### src/design/ffm_consts.vh
`ifndef FFM_CONSTS_VH
`define FFM_CONSTS_VH

// ==========================================
// Register offsets
`define FFM_OFS_CONFIG    8'h15
`define FFM_OFS_SOURCE    8'h16
`define FFM_OFS_THRESHOLD 8'h17
`define FFM_OFS_COUNT     8'h18
`define FFM_OFS_INT_STAT  8'h19
`define FFM_OFS_INT_CLR   8'h1a
`define FFM_OFS_INT_EN    8'h1b

// ==========================================
// Config register fields
`define FFM_CFG_LATCH_BIT  7
`define FFM_CFG_COMB_BIT   6
`define FFM_CFG_ZEN_BIT    5
`define FFM_CFG_YEN_BIT    4
`define FFM_CFG_XEN_BIT    3
`define FFM_CFG_RST        5'h00

// ==========================================
// Source register fields
`define FFM_SRC_EA_BIT     7

// ==========================================
// Threshold and count register fields
`define FFM_THS_DBM_BIT    7
`define FFM_THS_RST        7'h00
`define FFM_DBM_RST        1'b1
`define FFM_CNT_RST        8'h00
`define FFM_CNT_MAX        8'hff

// ==========================================
// Interrupt status bits
`define FFM_IRQ_RISE_BIT   0
`define FFM_IRQ_FALL_BIT   1
`define FFM_IRQ_RST        2'h0

`endif

### src/design/ffm_axis_cmp.v
`timescale 1ns/1ps
`default_nettype none

module ffm_axis_cmp (
   input wire [7:0] sample,   // Two's complement axis sample
   input wire [6:0] ths,      // Unsigned threshold
   input wire motion,         // 1: above threshold, 0: at or below
   input wire en,             // Axis event enable
   output wire hit,           // Axis condition met
   output wire neg            // Sample is negative
);
   wire [7:0] mag;
   assign mag = sample[7] ? (~sample + 8'h01) : sample;
   assign neg = sample[7];
   assign hit = en & (motion ? (mag > {1'b0, ths}) : (mag <= {1'b0, ths}));
endmodule

`default_nettype wire

### src/design/ffm_event_detect.v
// Chosen here: the plain strobed port and the placing of the registers.
`timescale 1ns/1ps
`default_nettype none
`include "ffm_consts.vh"

module ffm_event_detect (
   input wire clk_sys,           // System clock, 50 MHz
   input wire nrst,              // Synchronous reset, active low
   input wire [7:0] addr,        // Register address
   input wire [7:0] wdata,       // Register write data
   input wire wr,                // Write strobe
   input wire rd,                // Read strobe
   output reg [7:0] rdata,       // Read data, cycle after rd
   input wire sample_valid,      // New output data sample pulse
   input wire [7:0] x_sample,    // X axis sample
   input wire [7:0] y_sample,    // Y axis sample
   input wire [7:0] z_sample,    // Z axis sample
   output wire event_active,     // Event-active flag
   output wire irq               // Level interrupt
);
   // ==========================================
   // Registers
   reg event_latch_enable_q;
   reg combine_select_q;
   reg z_event_enable_q;
   reg y_event_enable_q;
   reg x_event_enable_q;
   reg [6:0] ffm_threshold_q;
   reg debounce_mode_q;
   reg [7:0] ffm_debounce_count_q;
   reg [7:0] cnt_q, cnt_d;
   reg ea_q, ea_d;
   reg [5:0] flags_q, flags_d;
   reg [1:0] int_stat_q;
   reg [1:0] int_en_q;

   wire hx, hy, hz, nx, ny, nz;
   wire any_en;
   wire cond;
   wire src_rd;
   wire lclr;
   wire [7:0] base_cnt;
   wire base_ea;
   wire [5:0] base_flags;
   wire [5:0] live_flags;
   wire [5:0] en_mask;
   wire [7:0] src_val;
   wire [1:0] int_set;
   wire [7:0] cnt_inc;

   // ==========================================
   // Axis comparators
   ffm_axis_cmp u_x (.sample(x_sample), .ths(ffm_threshold_q), .motion(combine_select_q),
      .en(x_event_enable_q), .hit(hx), .neg(nx));
   ffm_axis_cmp u_y (.sample(y_sample), .ths(ffm_threshold_q), .motion(combine_select_q),
      .en(y_event_enable_q), .hit(hy), .neg(ny));
   ffm_axis_cmp u_z (.sample(z_sample), .ths(ffm_threshold_q), .motion(combine_select_q),
      .en(z_event_enable_q), .hit(hz), .neg(nz));

   // block off with no axis enabled
   assign any_en = x_event_enable_q | y_event_enable_q | z_event_enable_q;

   assign cond = any_en & (combine_select_q ? (hx | hy | hz) :
      ((hx | ~x_event_enable_q) & (hy | ~y_event_enable_q) & (hz | ~z_event_enable_q)));

   assign live_flags = {hz, hz & nz, hy, hy & ny, hx, hx & nx};

   assign src_rd = rd && (addr == `FFM_OFS_SOURCE);
   assign lclr = event_latch_enable_q & src_rd;
   assign base_cnt = lclr ? `FFM_CNT_RST : cnt_q;
   assign base_ea = lclr ? 1'b0 : ea_q;
   assign base_flags = lclr ? 6'h00 : flags_q;
   assign cnt_inc = (base_cnt == `FFM_CNT_MAX) ? base_cnt : base_cnt + 8'h01;

   // ==========================================
   // Debounce and event flag
   // A sample arriving with the clearing read is applied after the clear, so it is not lost.
   always @* begin
      cnt_d = base_cnt;
      ea_d = base_ea;
      flags_d = base_flags;
      if (sample_valid) begin
         if (!any_en) begin
            cnt_d = `FFM_CNT_RST;
            ea_d = event_latch_enable_q & base_ea;
            flags_d = (event_latch_enable_q & base_ea) ? base_flags : 6'h00;
         end else if (event_latch_enable_q && base_ea) begin
            cnt_d = base_cnt;
         end else if (cond) begin
            cnt_d = cnt_inc;
            // A set flag stays set while the condition holds, even below the count
            ea_d = base_ea | (cnt_inc >= ffm_debounce_count_q);
            flags_d = live_flags;
         end else if (!debounce_mode_q) begin
            cnt_d = (base_cnt == 8'h00) ? 8'h00 : base_cnt - 8'h01;
            ea_d = base_ea & (cnt_d != 8'h00);
            flags_d = live_flags;
         end else begin
            cnt_d = `FFM_CNT_RST;
            ea_d = 1'b0;
            flags_d = live_flags;
         end
         if (event_latch_enable_q && base_ea)
            flags_d = base_flags;
      end
   end

   always @(posedge clk_sys) begin
      if (!nrst) begin
         cnt_q <= `FFM_CNT_RST;
         ea_q <= 1'b0;
         flags_q <= 6'h00;
      end else begin
         cnt_q <= cnt_d;
         ea_q <= ea_d;
         flags_q <= flags_d;
      end
   end

   assign event_active = ea_q;

   // ==========================================
   // Register writes
   // config, threshold, count and interrupt enable fields
   always @(posedge clk_sys) begin
      if (!nrst) begin
         event_latch_enable_q <= 1'b0;
         combine_select_q <= 1'b0;
         z_event_enable_q <= 1'b0;
         y_event_enable_q <= 1'b0;
         x_event_enable_q <= 1'b0;
         ffm_threshold_q <= `FFM_THS_RST;
         debounce_mode_q <= `FFM_DBM_RST;
         ffm_debounce_count_q <= `FFM_CNT_RST;
         int_en_q <= `FFM_IRQ_RST;
      end else if (wr) begin
         if (addr == `FFM_OFS_CONFIG) begin
            event_latch_enable_q <= wdata[`FFM_CFG_LATCH_BIT];
            combine_select_q <= wdata[`FFM_CFG_COMB_BIT];
            z_event_enable_q <= wdata[`FFM_CFG_ZEN_BIT];
            y_event_enable_q <= wdata[`FFM_CFG_YEN_BIT];
            x_event_enable_q <= wdata[`FFM_CFG_XEN_BIT];
         end else if (addr == `FFM_OFS_THRESHOLD) begin
            debounce_mode_q <= wdata[`FFM_THS_DBM_BIT];
            ffm_threshold_q <= wdata[6:0];
         end else if (addr == `FFM_OFS_COUNT) begin
            ffm_debounce_count_q <= wdata;
         end else if (addr == `FFM_OFS_INT_EN) begin
            int_en_q <= wdata[1:0];
         end
      end
   end

   // ==========================================
   // Interrupt status, set wins over clear
   assign int_set = {ea_q & ~ea_d, ea_d & ~ea_q};

   always @(posedge clk_sys) begin
      if (!nrst)
         int_stat_q <= `FFM_IRQ_RST;
      else if (wr && (addr == `FFM_OFS_INT_CLR))
         int_stat_q <= (int_stat_q & ~wdata[1:0]) | int_set;
      else
         int_stat_q <= int_stat_q | int_set;
   end

   assign irq = |(int_stat_q & int_en_q);

   // ==========================================
   // Register reads
   // disabled axes read zero
   assign en_mask = {{2{z_event_enable_q}}, {2{y_event_enable_q}}, {2{x_event_enable_q}}};
   assign src_val = {ea_q, 1'b0, flags_q & en_mask};

   always @(posedge clk_sys) begin
      if (!nrst)
         rdata <= 8'h00;
      else if (rd) begin
         if (addr == `FFM_OFS_CONFIG)
            rdata <= {event_latch_enable_q, combine_select_q, z_event_enable_q,
               y_event_enable_q, x_event_enable_q, 3'h0};
         else if (addr == `FFM_OFS_SOURCE)
            rdata <= src_val;
         else if (addr == `FFM_OFS_THRESHOLD)
            rdata <= {debounce_mode_q, ffm_threshold_q};
         else if (addr == `FFM_OFS_COUNT)
            rdata <= ffm_debounce_count_q;
         else if (addr == `FFM_OFS_INT_STAT)
            rdata <= {6'h00, int_stat_q};
         else if (addr == `FFM_OFS_INT_EN)
            rdata <= {6'h00, int_en_q};
         else
            rdata <= 8'h00;
      end else
         rdata <= 8'h00;
   end
endmodule

`default_nettype wire

### config.mk
export PLATFORM = sky130hd
export DESIGN_NAME = ffm_event_detect
export DESIGN_NICKNAME = d
export VERILOG_FILES = /design/src/design/ffm_axis_cmp.v /design/src/design/ffm_event_detect.v
export VERILOG_INCLUDE_DIRS = /design/src /design/src/design
export SDC_FILE = /design/constraint.sdc
export NUM_CORES = 1
export LEC_CHECK = 0
export BUFFER_PORTS_ARGS = -buffer_cell sky130_fd_sc_hd__buf_2
export CORE_MARGIN = 3
export CORE_UTILIZATION = 63
export CTS_CLUSTER_DIAMETER = 40
export CTS_CLUSTER_SIZE = 8
export DETAILED_ROUTE_END_ITERATION = 6
export PLACE_DENSITY = 0.9
export SYNTH_ARGS = -nofsm -noshare
export SYNTH_HDL_FRONTEND = slang
export SYNTH_SLANG_ARGS = --single-unit
export TNS_END_PERCENT = 1
### constraint.sdc
create_clock -name clk_sys -period 11.25 [get_ports clk_sys]
set_clock_uncertainty 0.05 [all_clocks]
set_input_delay 2.25 -clock clk_sys [delete_from_list [all_inputs] [get_ports clk_sys]]
set_output_delay 2.25 -clock clk_sys [all_outputs]
set_load 0.1 [all_outputs]
# ---- Yosys cells after proc, flatten, opt, wreduce, memory -nomap -nowiden
# Index checks and enable logic that the tools add are counted.
dict set report totals {
  register_bits 48
  latchBits 0
  mem_bits_rw 0
  mem_bits_ro 0
  inputBits 45
  memories 0
}
dict set report op_classes {
  addsub 5
  mul 0
  div 0
  n_lt_le_gt_ge 7
  n_eq_ne 8
  shift 0
  n_mux 33
  bitwise_logic 41
  n_reduce_logical 12
}
# operator n
set ops {}
lappend ops {{$mux W8} 15}
lappend ops {{$eq A8 B5 Y1 const B} 7}
lappend ops {{$add A8 B1 Y8 const B} 4}
lappend ops {{$mux W6} 5}
lappend ops {{$gt A8 B7 Y1} 3}
lappend ops {{$le A8 B7 Y1} 3}
lappend ops {{$not A8 Y8} 3}
lappend ops {{$and A1 B1 Y1} 14}
lappend ops {{$mux W1} 10}
lappend ops {{$not A1 Y1} 10}
lappend ops {{$eq A8 B8 Y1 const B} 1}
lappend ops {{$ge A8 B8 Y1} 1}
lappend ops {{$logic_not A8 Y1} 1}
lappend ops {{$or A1 B1 Y1} 8}
lappend ops {{$reduce_bool A8 Y1} 1}
lappend ops {{$sub A8 B1 Y8 const B} 1}
lappend ops {{$and A6 B6 Y6} 1}
lappend ops {{$mux W2} 3}
lappend ops {{$reduce_and A5 Y1} 1}
lappend ops {{$and A2 B2 Y2} 2}
lappend ops {{$or A2 B2 Y2} 2}
lappend ops {{$reduce_and A2 Y1} 2}
lappend ops {{$reduce_and A4 Y1} 1}
lappend ops {{$logic_and A1 B1 Y1} 3}
lappend ops {{4 further kinds} 4}

# ---- Depth between registers and ports, before layout
dict set report logic_depth {
  depth_word 19
  ltp_mapped 22
  ltp_nobuf 19
}

# ---- Cells and area by module
# A second synthesis with hierarchy kept.
dict set report hier_totals {
  hier_cells 510
  area_unflattened_um2 3900.0
}
# module n_inst cells_per_inst area_per_inst_um2 seq_area_each_um2
set by_module_without_submodules {}
lappend by_module_without_submodules {ffm_event_detect 1 369 2879.0 960.9}
lappend by_module_without_submodules {ffm_axis_cmp 3 47 340.3 0.0}

# ---- Worst setup path before layout
# Ideal clock, no wire load.
dict set report synth_timing {
  path_kind {input to register}
  start {input port addr[5]}
  end {register int_stat_q[0]}
  setup_ns 0.117
  arrival_ns 5.913
  setup_slack_ns 5.169
  cell_stages 19
  path_buffers 3
  cell_sequence {nor4b_1 and4b_1 buf_2 nand3_2 clkbuf_1 and2_1 ha_1 nand4_1 or3_1 clkbuf_1 mux2_2 ha_1 a21o_1 a21o_1 a21o_1 a21o_1 o2111ai_1 a211oi_2 a32o_1}
}
dict set report synth_via {
  elab_chain_cells 16
  word_cells_on_any_way 28
  classes_between {2 x add/sub; 1 x order compare; 3 x eq/ne; 10 x mux; 7 x bitwise; 5 x reduce/logical}
}
# item line_no
set synth_rtl {}
lappend synth_rtl {{start: declaration} ffm_event_detect.v:9} ;# input wire [7:0] addr,
lappend synth_rtl {{parallel branches: the longest is 15 deep, another holds $add A8 B1 Y8} n/a}
lappend synth_rtl {{$mux W2 *} ffm_event_detect.v:161} ;# else if (wr && (addr == `FFM_OFS_INT_CLR))
lappend synth_rtl {{end signal: assignment} ffm_event_detect.v:160} ;# int_stat_q <= `FFM_IRQ_RST;
lappend synth_rtl {{end signal: assignment} ffm_event_detect.v:162} ;# int_stat_q <= (int_stat_q & ~wdata[1:0]) | int_set;
lappend synth_rtl {{end signal: assignment} ffm_event_detect.v:164} ;# int_stat_q <= int_stat_q | int_set;
lappend synth_rtl {{end: declaration} ffm_event_detect.v:34} ;# reg [1:0] int_stat_q;
# Mark *: on every way between the ends.
# A chain may end at the register's enable or synchronous reset.

# ---- Final worst setup path
dict set report layout_timing {
  start {input port addr[5]}
  end {register int_stat_q[1]}
}
dict set report layout_via {
  elab_chain_cells 17
  word_cells_on_any_way 29
  classes_between {2 x add/sub; 1 x order compare; 3 x eq/ne; 10 x mux; 8 x bitwise; 5 x reduce/logical}
}
# item line_no
set layout_rtl {}
lappend layout_rtl {{parallel branches: the longest is 16 deep, another holds $add A8 B1 Y8} n/a}
lappend layout_rtl {{$mux W2 *} ffm_event_detect.v:161}
# Marks and branches as above.

==> run metrics <==
clk slew on worst S/H paths 0.09 ns; grt ovf 0; internal cell power 249 uW; GRT Overall Usage between 30 and 40%; ANT nets after route 0; CP cell instances buf_2, nor4b_1, and4b_1, nand3_2, nand2_1, inv_1, ha_1, nand4_1, or3_1, nor2_1, a21o_1, ha_1, nand2b_1, a21o_1, a21o_1, a21o_1, a21o_1, o2111ai_1, a211oi_2, o31ai_1; Post-Syn Area between 3000 and 4000 um2; WL/cell ~18 um; CTS tree done; vias 4047; R2R Setup Slk approximately 7.3 ns; row cnt 28; Setup Viol. Count Final 0; H-tree depth 2; core region area roughly 6000 um2; NetSw 102 uW; dpl cells between 600 and 700; Metal-1 WL around 4600 um; nets 627; Lkg Pwr roughly 1.7 nW; share of post-route cells with drive strength above 1 14.8%; Post-Synthesis Cells 517; final hold vios 0; Crit path required time 11.41 ns; clock sinks 48; Routed Wire Length between 10000 and 15000 um; # DRC 0; count of different cell masters after synthesis 64; R2R depth 17; RSZ-0062 raised after global routing no; logic gate share of total power roughly a fifth; r2r endpoint int_stat_q[1]$_SDFF_PN0_; hold path startpoint ffm_threshold_q[6]$_SDFFE_PN0P_; DR top layer met4; worst hold path type reg -> reg; part of the power in registers about half; First-pass DRT Iterations 5; area leader, netlist dfxtp_1; IO Pins 55; Post-synth EDFFs 0; top-area cell type share of the netlist area 24.1%; fin crit period approximately 6.6 ns; Syn Nets 596; fill count approximately 500; Initial Utilization roughly two thirds; post-synthesis async set-or-reset flop share 0%; Period Utilization, post-route 58.8%; average size of a mapped cell slightly below 8 um2; Post-CTS Setup Bufs 0; CTS Buf Count 5; Clock Path Buffers 2; cell chosen for the clock root clkbuf_8; met2 routed wirelength 5430 um; Max transition margin around 29%; run status finished clean; Crit Path Class in -> reg; FF/Latch Area roughly 960 um2; Worst Hold End rdata[6]$_SDFF_PN0_; Peak VDD IR approximately 0.000074 V; CP max-delay cell and4b_1; Ys Warns 0; Final Instance Count excl. Fillers between 600 and 700; Crit path top cell by count a21o_1; total of max-cap violations 0; first-pass GRT wire length approximately 18000 um; CP startpoint kind input port; clock power share around a third; # hold bufs at CTS 0; crit-path max cell delay around 0.62 ns; Power, Total 350 uW; chip height ~86 um; Resized Gates After CTS 0; WP buf/inv 2; Layout Utilization around 72%; Final HPWL DP roughly 8400 um; top_reg_cell synth dfxtp_1; ant diodes 0; Layout area overhead 8.68%; most common cell after layout, fill and taps aside nand2_1; CP Max Fanout 16; Clk Latency, worst-skew pair slightly above 0.3 ns; commonest non-fill, non-tap cells in the layout nand2_1 (73), buf_2 (54), dfxtp_1 (48); critical path's top delay family simple AND/OR/NAND/NOR gates; antenna violations before repair 0; sequential fraction of the synthesis area ~24%; Max Freq between 150 and 200 MHz; post-route cell area around 4300 um2; Placement Cell Area roughly 4200 um2; Crit. End Element flop; Synth area leaders dfxtp_1 (24%), ha_1 (11%), nand2_1 (6.9%); routed wl met3 between 800 and 900 um; Hold Path Cell Cnt 2; post-route worst setup slack 4.64 ns; via/cell ratio 6.49; #FFs+latches synth 48; 1st-iter DRT viols about 330; worst slack at placement around 4.4 ns; multi-input logic area 2800 um2; Die W roughly 86 um; Power Density between 80 and 90 nW/um2; port bufs 54; worst-margin pin slew 1.06 ns; WP data arrival between 6 and 7 ns; GPL Wtd Cong around 1.0; number of global-route vias before repair ~3800; Die ar. around 7300 um2; largest net degree at the start of global routing 44; sw frac slightly below 30%; worst r2r src event_latch_enable_q$_SDFFE_PN0P_; Fin Setup TNS 0 ns; Slew Limit Fails 0; final hold slack between 0.4 and 0.5 ns
==> worst min-delay path: stages, from the launching register on <==
cell and delay [ns]:
dfxtp_1 0.33, nand2_1 0.06, a21oi_1 0.05
==> cell usage after synthesis, types with 9 or more instances <==
master and instances:
clkbuf_1 26, mux2i_1 11, a21oi_1 25, nor2_1 26
inv_1 29, dfxtp_1 48, ha_1 34, nor2b_1 10
nand3_1 36, o21ai_0 22, nand2_1 73, nand2b_1 9
a21boi_0 21, xnor2_1 19, a21o_1 14
==> kinds of logic (layout without fill, tap and decap cells) <==
| kind of cell | count (synthesis) | in the layout | share of synthesized area (%) |
|---|---|---|---|
| XOR/XNOR | 24 | 24 | 5.26 |
| AND/OR/NAND/NOR | 205 | 205 | 25.9 |
| AO/OA/AOI/OAI | 131 | 131 | 24.1 |
| multiplexers | 15 | 15 | 4.26 |
| buffers and inverters | 60 | 92 | 5.76 |
| flip-flops | 48 | 48 | 24.1 |
| adder cells (fa/ha/maj) | 34 | 34 | 10.6 |
==> power groups by stage <==
| stage | Clock (mW) | Sequential (mW) | Combinational (mW) |
|---|---|---|---|
| floorplan | 0 | 0.175 | 0.0446 |
| global placement | 0 | 0.174 | 0.0613 |
| detailed placement | 0 | 0.174 | 0.0656 |
| CTS | 0.112 | 0.170 | 0.0662 |
| global route | 0.120 | 0.170 | 0.0740 |
| finish | 0.113 | 0.170 | 0.0673 |
==> flip-flops by register name, summed over array words and instances (netlist names) <==
register,count
event_latch_enable_q,1
rdata,8
x_event_enable_q,1
y_event_enable_q,1
event_active,1
ffm_debounce_count_q,8
ffm_threshold_q,7
int_en_q,2
combine_select_q,1
cnt_q,8
flags_q,6
int_stat_q,2
debounce_mode_q,1
z_event_enable_q,1
==> worst max-delay path by stage <==
stage | to | cells after the start | start | slack (ns)
after floorplan | int_stat_q[0]$_SDFF_PN0_ | 19 | addr[5] | 5.17
after global placement | int_stat_q[0]$_SDFF_PN0_ | 20 | addr[5] | 4.78
after detailed placement | int_stat_q[1]$_SDFF_PN0_ | 20 | addr[5] | 4.45
after CTS | int_stat_q[1]$_SDFF_PN0_ | 20 | addr[5] | 4.74
after global routing | int_stat_q[1]$_SDFF_PN0_ | 20 | addr[5] | 4.52
final | int_stat_q[1]$_SDFF_PN0_ | 20 | addr[5] | 4.64
==> final cells by class <==
cell class,instances,share of cell area [%]
Tap cell,75,2.16
Multi-Input combinational cell,409,64.6
Sequential cell,48,22.1
Timing Repair Buffer,55,6.40
Clock buffer,6,1.90
Clock inverter,2,0.317
Inverter,29,2.51
==> metal layers <==
metal | vias to the layer above | track usage, %
met4 | 0 | 9.35
met5 | - | 0
met3 | 34 | 4.23
li1 | 1912 | -
met2 | 208 | 51.2
met1 | 1893 | 40.6
Note: power is estimated with default switching activity, not from simulation.
